--- src/bank1_sfr_params.svh ---
`ifndef BANK1_SFR_PARAMS_SVH
`define BANK1_SFR_PARAMS_SVH

// Bank 1 addresses, with bit 7 standing for the direct bank bit.
`define OFF_INDIRECT_DATA 8'h80
`define OFF_OPTION_CONFIG 8'h81
`define OFF_PC_LOW_BYTE 8'h82
`define OFF_STATUS_FLAGS 8'h83
`define OFF_INDIRECT_POINTER 8'h84
`define OFF_PORT_A_DIRECTION 8'h85
`define OFF_PORT_B_DIRECTION 8'h86
`define OFF_PC_HIGH_LATCH 8'h8A
`define OFF_INTERRUPT_CONTROL 8'h8B
`define OFF_PERIPH_INT_ENABLE 8'h8C
`define OFF_POWER_CONTROL 8'h8E
`define OFF_ADC_PIN_CONFIG 8'h9F

// Reset values.
`define RST_OPTION_CONFIG 8'hFF
`define RST_PORT_A_DIRECTION 6'h3F
`define RST_PORT_B_DIRECTION 8'hFF
`define RST_PC_HIGH_LATCH 5'h00
`define RST_ADC_PIN_CONFIG 2'h0
`define RST_STATUS_POWER_UP 8'h18

// Field positions.
`define ST_INDIRECT_BANK_HIGH 7
`define ST_DIRECT_BANK_UPPER 6
`define ST_DIRECT_BANK 5
`define ST_TIMEOUT 4
`define ST_POWER_DOWN 3
`define PWR_PARITY_ENABLE 7
`define PWR_PARITY_ERROR 2
`define PWR_POWER_ON 1
`define PWR_BROWN_OUT 0
`define PIE_ADC 6

`endif

--- src/bank1_sfr_pkg.sv ---
`default_nettype none
package bank1_sfr_pkg;
	typedef enum logic [2:0] {
		RC_POWER_ON,
		RC_BROWN_OUT,
		RC_PARITY,
		RC_MASTER_CLEAR,
		RC_WATCHDOG
	} rst_cause_e;
endpackage
`default_nettype wire
--- src/bank1_sfr_map.sv ---
// Behaviour
// (RL1) Unimplemented locations and bits read zero, ignore writes.
// (RL2) Shared registers reach one storage from both banks.
// (RL3) High latch feeds counter bits 12:8 on load.
// (RL4) Counter upper byte has no direct map path.
// (RL5) Separate power-up and other reset values.
// (RL6) Other resets are master clear and watchdog.
// (RL7) Software keeps reserved bank bits clear.
// (RL8) Unknown bits free; unchanged bits kept on resets.
//
// Strobed register access is this design's own decision.
`timescale 1ns/1ns
`default_nettype none
`include "bank1_sfr_params.svh"

module bank1_sfr_map
	import bank1_sfr_pkg::*;
(
	input wire logic I_CLK,
	input wire logic I_RST,
	input wire rst_cause_e I_RST_CAUSE,
	input wire logic I_PARITY_EN,
	input wire logic [6:0] I_ADDR,
	input wire logic [7:0] I_WDATA,
	input wire logic I_WR,
	input wire logic I_RD,
	output logic [7:0] O_RDATA,
	input wire logic I_PC_INC,
	input wire logic I_SLEEP,
	input wire logic I_CLRWDT,
	input wire logic [7:0] I_IND_RDATA,
	output logic [8:0] O_IND_ADDR,
	output logic O_IND_WR,
	output logic O_IND_RD,
	output logic [7:0] O_IND_WDATA,
	output logic [12:0] O_PC,
	output logic [7:0] O_STATUS,
	output logic [7:0] O_OPTION,
	output logic [5:0] O_PORT_A_DIRECTION,
	output logic [7:0] O_PORT_B_DIRECTION,
	output logic [7:0] O_INTERRUPT_CONTROL,
	output logic O_ADIE,
	output logic [1:0] O_ADC_PIN_CFG
);

	// A shared register answers in either bank, so only its low seven bits are compared.
	function automatic logic is_shared(input logic [6:0] a);
		is_shared = (a == 7'h00) || (a == 7'h02) || (a == 7'h03) ||
			(a == 7'h04) || (a == 7'h0A) || (a == 7'h0B);
	endfunction

	function automatic logic sel(input logic [7:0] full, input logic [7:0] off);
		if (is_shared(off[6:0])) begin
			sel = full[6:0] == off[6:0];
		end else begin
			sel = full == off;
		end
	endfunction

	logic [7:0] rdata_q;
	logic [7:0] status_q;
	logic [7:0] option_config_q;
	logic [7:0] indirect_pointer_q;
	logic [5:0] port_a_direction_q;
	logic [7:0] port_b_direction_q;
	logic [4:0] pc_high_latch_q;
	logic [12:0] pc_q;
	logic [7:0] interrupt_control_q;
	logic adc_int_enable_q;
	logic [1:0] adc_pin_config_q;
	logic parity_error_n_q;
	logic power_on_n_q;
	logic brown_out_n_q;
	logic [7:0] full_addr;
	logic power_up;
	logic ind_self;
	logic mapped;
	logic wr_indirect;
	logic wr_option;
	logic wr_pc_low;
	logic wr_status;
	logic wr_pointer;
	logic wr_dir_a;
	logic wr_dir_b;
	logic wr_pc_latch;
	logic wr_interrupt_control;
	logic wr_pie;
	logic wr_power;
	logic wr_adc;

	// The upper direct bank bit is ignored: software keeps it clear, so banks 2 and 3
	// never occur and the block does not decode them.
	assign full_addr = {status_q[`ST_DIRECT_BANK], I_ADDR}; // RL7

	assign power_up = (I_RST_CAUSE == RC_POWER_ON) || (I_RST_CAUSE == RC_BROWN_OUT) ||
		(I_RST_CAUSE == RC_PARITY); // RL5 RL6

	assign ind_self = indirect_pointer_q[6:0] == 7'h00;

	assign wr_indirect = I_WR && sel(full_addr, `OFF_INDIRECT_DATA); // RL2
	assign wr_option = I_WR && sel(full_addr, `OFF_OPTION_CONFIG);
	assign wr_pc_low = I_WR && sel(full_addr, `OFF_PC_LOW_BYTE); // RL2
	assign wr_status = I_WR && sel(full_addr, `OFF_STATUS_FLAGS); // RL2
	assign wr_pointer = I_WR && sel(full_addr, `OFF_INDIRECT_POINTER); // RL2
	assign wr_dir_a = I_WR && sel(full_addr, `OFF_PORT_A_DIRECTION);
	assign wr_dir_b = I_WR && sel(full_addr, `OFF_PORT_B_DIRECTION);
	assign wr_pc_latch = I_WR && sel(full_addr, `OFF_PC_HIGH_LATCH); // RL2
	assign wr_interrupt_control = I_WR && sel(full_addr, `OFF_INTERRUPT_CONTROL); // RL2
	assign wr_pie = I_WR && sel(full_addr, `OFF_PERIPH_INT_ENABLE);
	assign wr_power = I_WR && sel(full_addr, `OFF_POWER_CONTROL);
	assign wr_adc = I_WR && sel(full_addr, `OFF_ADC_PIN_CONFIG);

	assign mapped = sel(full_addr, `OFF_INDIRECT_DATA) || sel(full_addr, `OFF_OPTION_CONFIG) ||
		sel(full_addr, `OFF_PC_LOW_BYTE) || sel(full_addr, `OFF_STATUS_FLAGS) ||
		sel(full_addr, `OFF_INDIRECT_POINTER) || sel(full_addr, `OFF_PORT_A_DIRECTION) ||
		sel(full_addr, `OFF_PORT_B_DIRECTION) || sel(full_addr, `OFF_PC_HIGH_LATCH) ||
		sel(full_addr, `OFF_INTERRUPT_CONTROL) || sel(full_addr, `OFF_PERIPH_INT_ENABLE) ||
		sel(full_addr, `OFF_POWER_CONTROL) || sel(full_addr, `OFF_ADC_PIN_CONFIG);

	// The indirect port is not storage; pointing it at itself reads zero and writes nothing.
	assign O_IND_ADDR = {status_q[`ST_INDIRECT_BANK_HIGH], indirect_pointer_q};
	assign O_IND_WR = wr_indirect && !ind_self; // RL1
	assign O_IND_RD = I_RD && sel(full_addr, `OFF_INDIRECT_DATA) && !ind_self;
	assign O_IND_WDATA = I_WDATA;

	always_ff @(posedge I_CLK) begin
		if (I_RST) begin
			rdata_q <= 8'h00;
		end else if (!I_RD) begin
			rdata_q <= 8'h00;
		end else if (sel(full_addr, `OFF_INDIRECT_DATA)) begin
			rdata_q <= ind_self ? 8'h00 : I_IND_RDATA;
		end else if (sel(full_addr, `OFF_OPTION_CONFIG)) begin
			rdata_q <= option_config_q;
		end else if (sel(full_addr, `OFF_PC_LOW_BYTE)) begin
			rdata_q <= pc_q[7:0]; // RL4
		end else if (sel(full_addr, `OFF_STATUS_FLAGS)) begin
			rdata_q <= status_q;
		end else if (sel(full_addr, `OFF_INDIRECT_POINTER)) begin
			rdata_q <= indirect_pointer_q;
		end else if (sel(full_addr, `OFF_PORT_A_DIRECTION)) begin
			rdata_q <= {2'h0, port_a_direction_q}; // RL1
		end else if (sel(full_addr, `OFF_PORT_B_DIRECTION)) begin
			rdata_q <= port_b_direction_q;
		end else if (sel(full_addr, `OFF_PC_HIGH_LATCH)) begin
			rdata_q <= {3'h0, pc_high_latch_q}; // RL1
		end else if (sel(full_addr, `OFF_INTERRUPT_CONTROL)) begin
			rdata_q <= interrupt_control_q;
		end else if (sel(full_addr, `OFF_PERIPH_INT_ENABLE)) begin
			rdata_q <= {1'h0, adc_int_enable_q, 6'h00}; // RL1
		end else if (sel(full_addr, `OFF_POWER_CONTROL)) begin
			rdata_q <= {I_PARITY_EN, 4'h0, parity_error_n_q, power_on_n_q, brown_out_n_q};
		end else if (sel(full_addr, `OFF_ADC_PIN_CONFIG)) begin
			rdata_q <= {6'h00, adc_pin_config_q}; // RL1
		end else begin
			rdata_q <= 8'h00; // RL1
		end
	end

	// Loading the low byte loads the whole counter; the upper bits only ever come
	// from the latch or from the increment carry.
	always_ff @(posedge I_CLK) begin
		if (I_RST) begin
			pc_q <= 13'h0000;
		end else if (wr_pc_low) begin
			pc_q <= {pc_high_latch_q, I_WDATA}; // RL3 RL4
		end else if (I_PC_INC) begin
			pc_q <= pc_q + 13'h0001;
		end
	end

	always_ff @(posedge I_CLK) begin
		if (I_RST) begin
			pc_high_latch_q <= `RST_PC_HIGH_LATCH; // RL5
		end else if (wr_pc_latch) begin
			pc_high_latch_q <= I_WDATA[4:0]; // RL3
		end
	end

	// The timeout and power-down flags are not writable; the arithmetic flags are
	// unknown at power-up and are cleared here for a deterministic start.
	always_ff @(posedge I_CLK) begin
		if (I_RST) begin
			if (power_up) begin
				status_q <= `RST_STATUS_POWER_UP; // RL5 RL8
			end else begin
				status_q[7:5] <= 3'h0; // RL5
				if (I_RST_CAUSE == RC_WATCHDOG) begin
					status_q[`ST_TIMEOUT] <= 1'b0; // RL6
				end
			end
		end else begin
			if (wr_status) begin
				status_q[7:5] <= I_WDATA[7:5];
				status_q[2:0] <= I_WDATA[2:0];
			end
			if (I_CLRWDT) begin
				status_q[`ST_TIMEOUT] <= 1'b1;
				status_q[`ST_POWER_DOWN] <= 1'b1;
			end else if (I_SLEEP) begin
				status_q[`ST_TIMEOUT] <= 1'b1;
				status_q[`ST_POWER_DOWN] <= 1'b0;
			end
		end
	end

	always_ff @(posedge I_CLK) begin
		if (I_RST) begin
			if (power_up) begin
				indirect_pointer_q <= 8'h00; // RL8
			end
		end else if (wr_pointer) begin
			indirect_pointer_q <= I_WDATA;
		end
	end

	always_ff @(posedge I_CLK) begin
		if (I_RST) begin
			option_config_q <= `RST_OPTION_CONFIG; // RL5
			port_a_direction_q <= `RST_PORT_A_DIRECTION;
			port_b_direction_q <= `RST_PORT_B_DIRECTION;
			adc_int_enable_q <= 1'b0;
			adc_pin_config_q <= `RST_ADC_PIN_CONFIG;
		end else begin
			if (wr_option) begin
				option_config_q <= I_WDATA;
			end
			if (wr_dir_a) begin
				port_a_direction_q <= I_WDATA[5:0]; // RL1
			end
			if (wr_dir_b) begin
				port_b_direction_q <= I_WDATA;
			end
			if (wr_pie) begin
				adc_int_enable_q <= I_WDATA[`PIE_ADC]; // RL1
			end
			if (wr_adc) begin
				adc_pin_config_q <= I_WDATA[1:0]; // RL1
			end
		end
	end

	// The lowest interrupt flag is unknown at power-up and kept over other resets.
	always_ff @(posedge I_CLK) begin
		if (I_RST) begin
			interrupt_control_q[7:1] <= 7'h00; // RL5
			if (power_up) begin
				interrupt_control_q[0] <= 1'b0; // RL8
			end
		end else if (wr_interrupt_control) begin
			interrupt_control_q <= I_WDATA;
		end
	end

	// Cause flags are active low; the cause of a power-up reset clears its own flag.
	always_ff @(posedge I_CLK) begin
		if (I_RST) begin
			parity_error_n_q <= I_RST_CAUSE != RC_PARITY; // RL5
			if (power_up) begin
				power_on_n_q <= I_RST_CAUSE != RC_POWER_ON; // RL5
				brown_out_n_q <= I_RST_CAUSE != RC_BROWN_OUT;
			end
		end else if (wr_power) begin
			parity_error_n_q <= I_WDATA[`PWR_PARITY_ERROR];
			power_on_n_q <= I_WDATA[`PWR_POWER_ON];
			brown_out_n_q <= I_WDATA[`PWR_BROWN_OUT];
		end
	end

	assign O_RDATA = rdata_q;
	assign O_PC = pc_q;
	assign O_STATUS = status_q;
	assign O_OPTION = option_config_q;
	assign O_PORT_A_DIRECTION = port_a_direction_q;
	assign O_PORT_B_DIRECTION = port_b_direction_q;
	assign O_INTERRUPT_CONTROL = interrupt_control_q;
	assign O_ADIE = adc_int_enable_q;
	assign O_ADC_PIN_CFG = adc_pin_config_q;
endmodule
`default_nettype wire

--- config.mk ---
export PLATFORM = sky130hd
export DESIGN_NAME = bank1_sfr_map
export DESIGN_NICKNAME = d
export VERILOG_FILES = /design/src/bank1_sfr_pkg.sv /design/src/bank1_sfr_map.sv
export VERILOG_INCLUDE_DIRS = /design/src
export SDC_FILE = /design/constraint.sdc
export NUM_CORES = 1
export LEC_CHECK = 0
export BUFFER_PORTS_ARGS = -buffer_cell sky130_fd_sc_hd__buf_2
export CAP_MARGIN = 10
export CORE_ASPECT_RATIO = 0.5
export CORE_MARGIN = 2
export CORE_UTILIZATION = 25
export CTS_CLUSTER_SIZE = 12
export DETAILED_ROUTE_END_ITERATION = 8
export PLACE_DENSITY = 0.43
export SYNTH_ARGS = -nofsm -noshare
export SYNTH_HDL_FRONTEND = slang
export SYNTH_SLANG_ARGS = --single-unit
--- constraint.sdc ---
create_clock -name I_CLK -period 2.2 [get_ports I_CLK]
set_clock_uncertainty 0.05 [all_clocks]
set_input_delay 0.22 -clock I_CLK [delete_from_list [all_inputs] [get_ports I_CLK]]
set_output_delay 0.22 -clock I_CLK [all_outputs]
set_load 0.005 [all_outputs]
; ---- Word level (Yosys, flattened, before mapping)
; Index checks and enable logic that the tools add are counted.
[word_totals]
register_bits = 78
latchBits = 0
mem_bits_rw = 0
rom_bits = 0
inputBits = 34
output_inout_bits = 81
word_cells = 200
memories = 0
[classes]
addsub = 1
n_mul = 0
div = 0
magnitude_cmp = 0
eq_ne = 18
shifts = 0
n_mux = 127
bitwise = 1
n_reduce_logical = 35
[ops]
columns = operator, n
row1 = 8-bit two-way mux, 16
row2 = 1-bit two-way mux, 103
row3 = "8-bit == test, second input constant", 6
row4 = 13-bit two-way mux, 2
row5 = 1-bit logical AND, 15
row6 = "7-bit by 2-bit == test with 1-bit output, second input constant", 2
row7 = "7-bit by 4-bit == test with 1-bit output, second input constant", 2
row8 = 7-bit logical NOT, 2
row9 = "13-bit by 1-bit adder with 13-bit output, second input constant", 1
row10 = 2-bit AND reduction, 6
row11 = 2-bit nonzero test, 5
row12 = "7-bit by 3-bit == test with 1-bit output, second input constant", 1
row13 = 2-bit two-way mux, 3
row14 = 3-bit two-way mux, 2
row15 = "3-bit by 1-bit != test with 1-bit output, second input constant", 2
row16 = 3-bit nonzero test, 2
row17 = 4-bit two-way mux, 1
row18 = "3-bit by 1-bit == test with 1-bit output, second input constant", 1
row19 = "3-bit by 2-bit == test with 1-bit output, second input constant", 1
row20 = "3-bit == test, second input constant", 1
row21 = 3-bit logical NOT, 1
row22 = "3-bit by 2-bit != test with 1-bit output, second input constant", 1
row23 = 1-bit logical OR, 2
row24 = "2-bit by 1-bit != test with 1-bit output, second input constant", 1
row25 = 3 further kinds, 3

; ---- Depth between registers and ports, before layout
; Gate-level depths: netlist of the first run.
[depth]
word_depth = 103
ltp_mapped = 8
ltp_nobuf = 6

; ---- Worst setup path before layout of the first run
; OpenSTA, ideal clock, no wires.
[synth_timing]
path_type = in2reg
from = in I_ADDR[1]
to = reg indirect_pointer_q[0], enable pin
setup_time_ps = 384
arrival_ps = 1573
required_ps = 1766
slack_ps = 193
stages = 5
n_path_buf = 2
path_cell_list = buf_4 buf_4 nor4b_2 nand3_1 o21ai_0
[synth_between]
elab_chain_len = 4
[synth_rtl]
columns = element, line_no
row1 = "start, declared", bank1_sfr_map.sv:23  ; input wire logic [6:0] I_ADDR,
row2 = 7-bit by 3-bit == test with 1-bit output, bank1_sfr_map.sv:54  ; sel = full[6:0] == off[6:0];
row3 = 1-bit logical AND, bank1_sfr_map.sv:104  ; assign wr_pointer = I_WR && sel(full_addr, `OFF_INDIRECT_POINTER);
row4 = 2-bit nonzero test (no source line), --
row5 = 2-bit AND reduction (no source line), --
row6 = "end signal, assigned", bank1_sfr_map.sv:210  ; indirect_pointer_q <= 8'h00;
row7 = "end signal, assigned", bank1_sfr_map.sv:213  ; indirect_pointer_q <= I_WDATA;
row8 = "end, declared", bank1_sfr_map.sv:63  ; logic [7:0] indirect_pointer_q;
; No other way between the ends.
; A chain may end at the register's enable or synchronous reset.

; ---- Worst setup path in the final report of the first run
[layout_timing]
from = reg indirect_pointer_q[3]
to = out O_IND_WR
[layout_between]
elab_chain_len = 3
[layout_rtl]
columns = element, line_no
row1 = 7-bit logical NOT, bank1_sfr_map.sv:98  ; assign ind_self = indirect_pointer_q[6:0] == 7'h00;
row2 = 1-bit logical NOT, bank1_sfr_map.sv:122  ; assign O_IND_WR = wr_indirect && !ind_self;
row3 = 1-bit logical AND, bank1_sfr_map.sv:122
row4 = "end, declared", bank1_sfr_map.sv:33  ; output logic O_IND_WR,
; No other way between the ends.

==> results_dict.tcl, run 1 <==
set metrics [dict create \
    status "finished, final reports clean" \
    p_comb_share_pct 11.5 \
    yosys_most_used_dff "dfxtp_1" \
    clock-root-buffer "clkbuf_16" \
    arrival_ns 1.91 \
    synth_top_area_share_pct 26.8 \
    crit_buf_inv 1 \
    grt_pass1_wl_um 25600 \
    grt_setup_unrepaired "yes" \
    drt-initial-drc-count 423 \
    synth_area_um2 4330 \
    nNetsFinal 629 \
    synth_most_common_cell "nor2_1" \
    finalSetupTns_ns 0 \
    critPathLaunchType "flip-flop" \
    setup_viol 0 \
    syn_avg_cell_area_um2 9.02 \
    clk_latency_ns 0.34 \
    rows 33 \
    cts_tree "yes" \
    die_y_um 97.0 \
    io_pins 115 \
    yosys.area.top_type "dfxtp_1" \
    ant_nets 0 \
    p_sw_share_pct 25.5 \
    layout-drive-gt1-share_pct 31.2 \
    ys_ff_latch 78 \
    synthCells 480 \
    grt_use_total_pct 18.7 \
    gp_congestion 0.873 \
    power.net_switching_uw 890 \
    hold_buffers 0 \
    synth.distinct_cells 69 \
    placedCellCount 803 \
    drt_first_pass_iters 6 \
    design_area_um2 5510 \
    ys_warn_count 0 \
    cpPeakStageDelay_ns 0.56 \
    pwr-share-clk_pct 43.9 \
    vias_per_cell 5.01 \
    place_area_um2 5140 \
    routed_wl_um 17100 \
    leakagePower_nw 2.24 \
    synthArstFlopShare_pct 0 \
    drcViolationCount 0 \
    cts.sinks 78 \
    routedWlPerCell_um 20.7 \
    synth_edf_count 20 \
    dp_hpwl_um 13100 \
    period_minus_slack_ns 2.18 \
    tightestPinTransition_ns 0.549 \
    relSlewSlack_pct 62.4 \
    num_antenna_cells 0 \
    dieArea_um2 18400 \
    grt_pass1_vias 3944 \
    grt_max_degree 30 \
    yosysSeqAreaShare_pct 40.7 \
    min_path_type "primary input to flip-flop" \
    required_ns 1.93 \
    pwr-share-seq_pct 44.6 \
    power.internal_mw 2.60 \
    fmax_ghz 0.459 \
    synth_area_leaders "dfxtp_1 (27%), edfxtp_1 (14%), nor2_1 (6.0%)" \
    io_buffer_count 114 \
    path_cells "or4_4 > nor4_4 > nor2_2 > and2_1 > buf_2" \
    cts.path.max_buffers 2 \
    path_max_fanout 3 \
    end_kind "output port" \
    coreArea_um2 16600 \
    htreeDepth 3 \
    path_delay_family "simple AND/OR/NAND/NOR gates" \
    synthToLayoutAreaGrowth_pct 27.3 \
    maxCapViolCount 0 \
    final_hold_viol_count 0 \
    finalCritPeriodShare_pct 99.1 \
    slowest_stage "or4_4" \
    path_class "flip-flop to output port" \
    clk_pin_slew_ns 0.06 \
    antenna_found_initial 0 \
    drv_slew 0 \
    vias 4139 \
    die_x_um 190 \
    powerDensity_nw_per_um2 633 \
    start_util_pct 26.0 \
    synth.net_count 515 \
    yosys-top-cells-count "nor2_1 (69), dfxtp_1 (58), nand2_1 (31), a21oi_1 (20), edfxtp_1 (20)" \
    final_cell_count_no_fill 826 \
    overflow 0 \
    cts_inserted_buffers 9 \
    ir_drop_mv 0.388 \
]
-- final timing paths --
kind	startpoint	end	slack, ns	cells after the start
hold reg to reg	O_OPTION[6]$_SDFFE_PP1P_	O_OPTION[6]$_SDFFE_PP1P_	0.44	2
setup / recovery	indirect_pointer_q[3]$_SDFFCE_PP0P_	O_IND_WR	0.02	5
setup reg to reg	O_STATUS[5]$_SDFFCE_PP0P_	O_RDATA[3]$_SDFF_PP0_	0.25	6
hold / removal	I_IND_RDATA[7]	O_RDATA[7]$_SDFF_PP0_	0.03	2
-- metrics by stage --
step / worst slack (ns) / power [mW] / util [%] / hold slack, ns
after floorplan: 0.193 / 1.77 / - / 0.280
after global placement: 0.170 / 1.98 / 30.9 / 0.369
after detailed placement: 0.130 / 1.98 / 30.9 / 0.376
after CTS: -0.0426 / 3.51 / 32.9 / 0.0236
after global routing: -0.0328 / 3.61 / 33.1 / 0.0360
final: 0.0200 / 3.49 / 33.1 / 0.0316
-- metal layers --
metal	wire length (um)	global-route usage, %
met4	167	3.76
met3	1020	4.43
met2	7260	26.6
met1	8630	28.2
met5	0	0
-- cell type report --
class / count / area, um^2
Timing Repair Buffer: 146 / 836
Multi-Input combinational cell: 346 / 2270
Fill cell: 1770 / 11100
Clock buffer: 15 / 300
Sequential cell: 78 / 1760
Clock inverter: 1 / 8.76
Inverter: 13 / 48.8
Tap cell: 227 / 284
-- state kept, by name (all words and copies together) (netlist names) --
register / flops
O_RDATA: 8
pc_high_latch_q: 5
brown_out_n_q: 1
indirect_pointer_q: 8
O_STATUS: 8
O_ADIE: 1
O_PC: 13
O_PORT_B_DIRECTION: 8
O_OPTION: 8
O_INTERRUPT_CONTROL: 8
power_on_n_q: 1
parity_error_n_q: 1
O_PORT_A_DIRECTION: 6
O_ADC_PIN_CFG: 2
-- cell families after synthesis --
family                   share of synthesized area (%)
buffers and inverters                             6.94
XOR/XNOR                                          2.43
AO/OA/AOI/OAI                                     20.3
AND/OR/NAND/NOR                                   25.4
flip-flops                                        40.7
multiplexers                                      3.96
adder cells (fa/ha/maj)                          0.289
-- power by group through the flow --
stage | combinational, mW | clock, mW | sequential (mW)
floorplan | 0.204 | 0 | 1.57
global placement | 0.393 | 0 | 1.59
detailed placement | 0.393 | 0 | 1.59
CTS | 0.397 | 1.56 | 1.55
global route | 0.437 | 1.62 | 1.56
finish | 0.402 | 1.53 | 1.56
-- timing repair --
action | 4_1_cts | 5_1_grt
gates resized for setup | 2 | 0
cloned | 0 | 0
pin swaps | 2 | 1
setup endpoints to repair | 2 | 2
buffers inserted | 3 | 4
-- layout by cell type (no fill, tap or decap), drive strengths merged, types with 4 or more instances in the layout --
| cell | instances |
|---|---|
| nand2 | 31 |
| nand2b | 9 |
| nor2 | 71 |
| a21oi | 20 |
| nor4 | 4 |
| o32ai | 4 |
| edfxtp | 20 |
| nor2b | 9 |
| nor3 | 7 |
| o31ai | 5 |
| a211oi | 13 |
| inv | 13 |
| nand3 | 20 |
| mux2i | 16 |
| xor2 | 9 |
| clkbuf | 15 |
| a211o | 15 |
| buf | 146 |
| o21ai | 19 |
| and4 | 4 |
| nand4 | 5 |
| a31oi | 8 |
| and3 | 7 |
| dfxtp | 58 |
| nand3b | 11 |
| and2 | 6 |
Power figures use the tool's default switching activity.
==> inputs of run 2 (changes only) <==
--- a/config.mk
+++ b/config.mk
@@ -10,10 +10,10 @@
 export CAP_MARGIN = 10
 export CORE_ASPECT_RATIO = 0.5
 export CORE_MARGIN = 2
-export CORE_UTILIZATION = 25
+export CORE_UTILIZATION = 53
 export CTS_CLUSTER_SIZE = 12
 export DETAILED_ROUTE_END_ITERATION = 8
-export PLACE_DENSITY = 0.43
+export PLACE_DENSITY = 0.79
 export SYNTH_ARGS = -nofsm -noshare
 export SYNTH_HDL_FRONTEND = slang
 export SYNTH_SLANG_ARGS = --single-unit
==> run 2 against run 1 <==
Effect of this change:
- critical endpoint unchanged
- critical path depth unchanged
- first-iteration DRC count up 22%
- register-to-register slack about the same
- critical path type unchanged
- hold slack worse by 0.0065 ns
- global-route usage up 12 points
- total power up 1.1%
- sequential share of layout area up 1.1 points
- largest power group is now the clock network
- final cell count down 15%
==> results_dict.tcl, run 2 (synthesis gave the netlist of run 1 again) <==
set metrics [dict create \
    status "finished, final reports clean" \
    arrival_ns 1.87 \
    drt_first_pass_iters 5 \
    leakagePower_nw 2.21 \
    routed_wl_um 13700 \
    fillers 700 \
    ant_nets 0 \
    setup_viol 0 \
    grt_max_degree 72 \
    routedWlPerCell_um 19.4 \
    cts_tree "yes" \
    synthToLayoutAreaGrowth_pct 23.1 \
    ir_drop_mv 0.482 \
    die_x_um 132 \
    cts_inserted_buffers 9 \
    start_util_pct 54.3 \
    final_cell_count_no_fill 706 \
    powerDensity_nw_per_um2 663 \
    period_minus_slack_ns 2.14 \
    tightestPinTransition_ns 0.460 \
    drt-initial-drc-count 517 \
    mostFrequentLayoutCells "buf_2 (114), nor2_1 (68), dfxtp_1 (58)" \
    nNetsFinal 624 \
    grt_pass1_wl_um 20200 \
    critPathLaunchType "flip-flop" \
    rows 23 \
    end_kind "output port" \
    placedCellCount 686 \
    reg2regPathDepth 6 \
    antenna_found_initial 0 \
    coreArea_um2 7970 \
    cts.path.max_buffers 2 \
    power.total_mw 3.53 \
    htreeDepth 3 \
    largest_reg_flops 13 \
    overflow 0 \
    clock-root-buffer "clkbuf_16" \
    final_common_cell "buf_2" \
    required_ns 1.93 \
    grt_setup_unrepaired "yes" \
    hold_depth 2 \
    drcViolationCount 0 \
    gp_congestion 1.00 \
    clk_latency_ns 0.34 \
    fmax_ghz 0.467 \
    num_antenna_cells 0 \
    layout-drive-gt1-share_pct 30.6 \
    path_max_fanout 3 \
    min_path_type "primary input to flip-flop" \
    relSlewSlack_pct 68.5 \
    dieArea_um2 8950 \
    final_hold_viol_count 0 \
    drv_slew 0 \
    finalSetupTns_ns 0 \
    grt_use_total_pct 30.3 \
    maxCapViolCount 0 \
    die_y_um 67.9 \
    dp_hpwl_um 10100 \
    io_buffer_count 114 \
    cts.sinks 78 \
    grt_pass1_vias 3611 \
    io_pins 115 \
    vias_per_cell 6.04 \
    finalCritPeriodShare_pct 97.3 \
    path_class "flip-flop to output port" \
    clk_pin_slew_ns 0.06 \
    vias 4267 \
]
[run 2: changes by cell type in the layout (fill, tap and decap cells not counted), sizes merged]
cell,before,now
buf,146,141
clkinvlp,0,1
clkbuf,15,12
bufinv,0,2
[run 2: path summary, 6_finish.rpt]
| check | from | end | slack (ns) |
|---|---|---|---|
| min | I_IND_RDATA[7] | O_RDATA[7]$_SDFF_PP0_ | 0.03 |
| max | indirect_pointer_q[3]$_SDFFCE_PP0P_ | O_IND_WR | 0.06 |
| max reg2reg | O_STATUS[5]$_SDFFCE_PP0P_ | O_RDATA[7]$_SDFF_PP0_ | 0.25 |
| min reg2reg | O_OPTION[2]$_SDFFE_PP1P_ | O_OPTION[2]$_SDFFE_PP1P_ | 0.43 |
[run 2: repair_timing]
action                                  4_1_cts  5_1_grt
hold endpoints to repair                      0        0
endpoints found under the setup margin        2        2
setup buffers                                 3        1
pin swaps                                     1        2
hold buffers                                  0        0
gates resized for setup                       1        1
[run 2: area by class of cell]
type	count	area (um^2)	share of cell area (%)
well taps	112	140	2.63
inverters	13	48.8	0.916
flip-flops and latches	78	1760	33.1
clock buffers	12	246	4.63
clock inverters	4	71.3	1.34
multi-input cells	346	2270	42.7
repair buffers	141	786	14.8
[run 2: routing by layer]
metal | GRT usage, % | routed length (um)
met1 | 43.6 | 6130
met2 | 45.4 | 5840
met4 | 7.07 | 181
met5 | 0 | 0
met3 | 8.59 | 1570
[run 2: power by group]
| part | total (mW) | internal, mW | switching [mW] | leakage, nW |
|---|---|---|---|---|
| Combinational | 0.377 | 0.146 | 0.231 | 1.41 |
| Sequential | 1.55 | 1.51 | 0.0391 | 0.650 |
| Clock | 1.60 | 1.02 | 0.578 | 0.150 |
[run 2: stage by stage]
stage | cell area, um^2 | setup WS (ns) | utilization (%) | hold slack, ns
after global routing | 5330 | -0.0441 | 66.8 | 0.0190
after global placement | 4970 | 0.300 | 62.4 | 0.370
after detailed placement | 4970 | 0.275 | 62.4 | 0.374
after CTS | 5320 | -0.0000506 | 66.7 | 0.0227
after floorplan | 4330 | 0.193 | - | 0.280
final | 5330 | 0.0590 | 66.8 | 0.0251
[run 2: worst max-delay path: stages, from the launching register on]
cell and delay [ns]:
edfxtp_1 0.40, or4_4 0.56, nor4_4 0.20, nor2_2 0.08, and2_1 0.17, buf_2 0.12
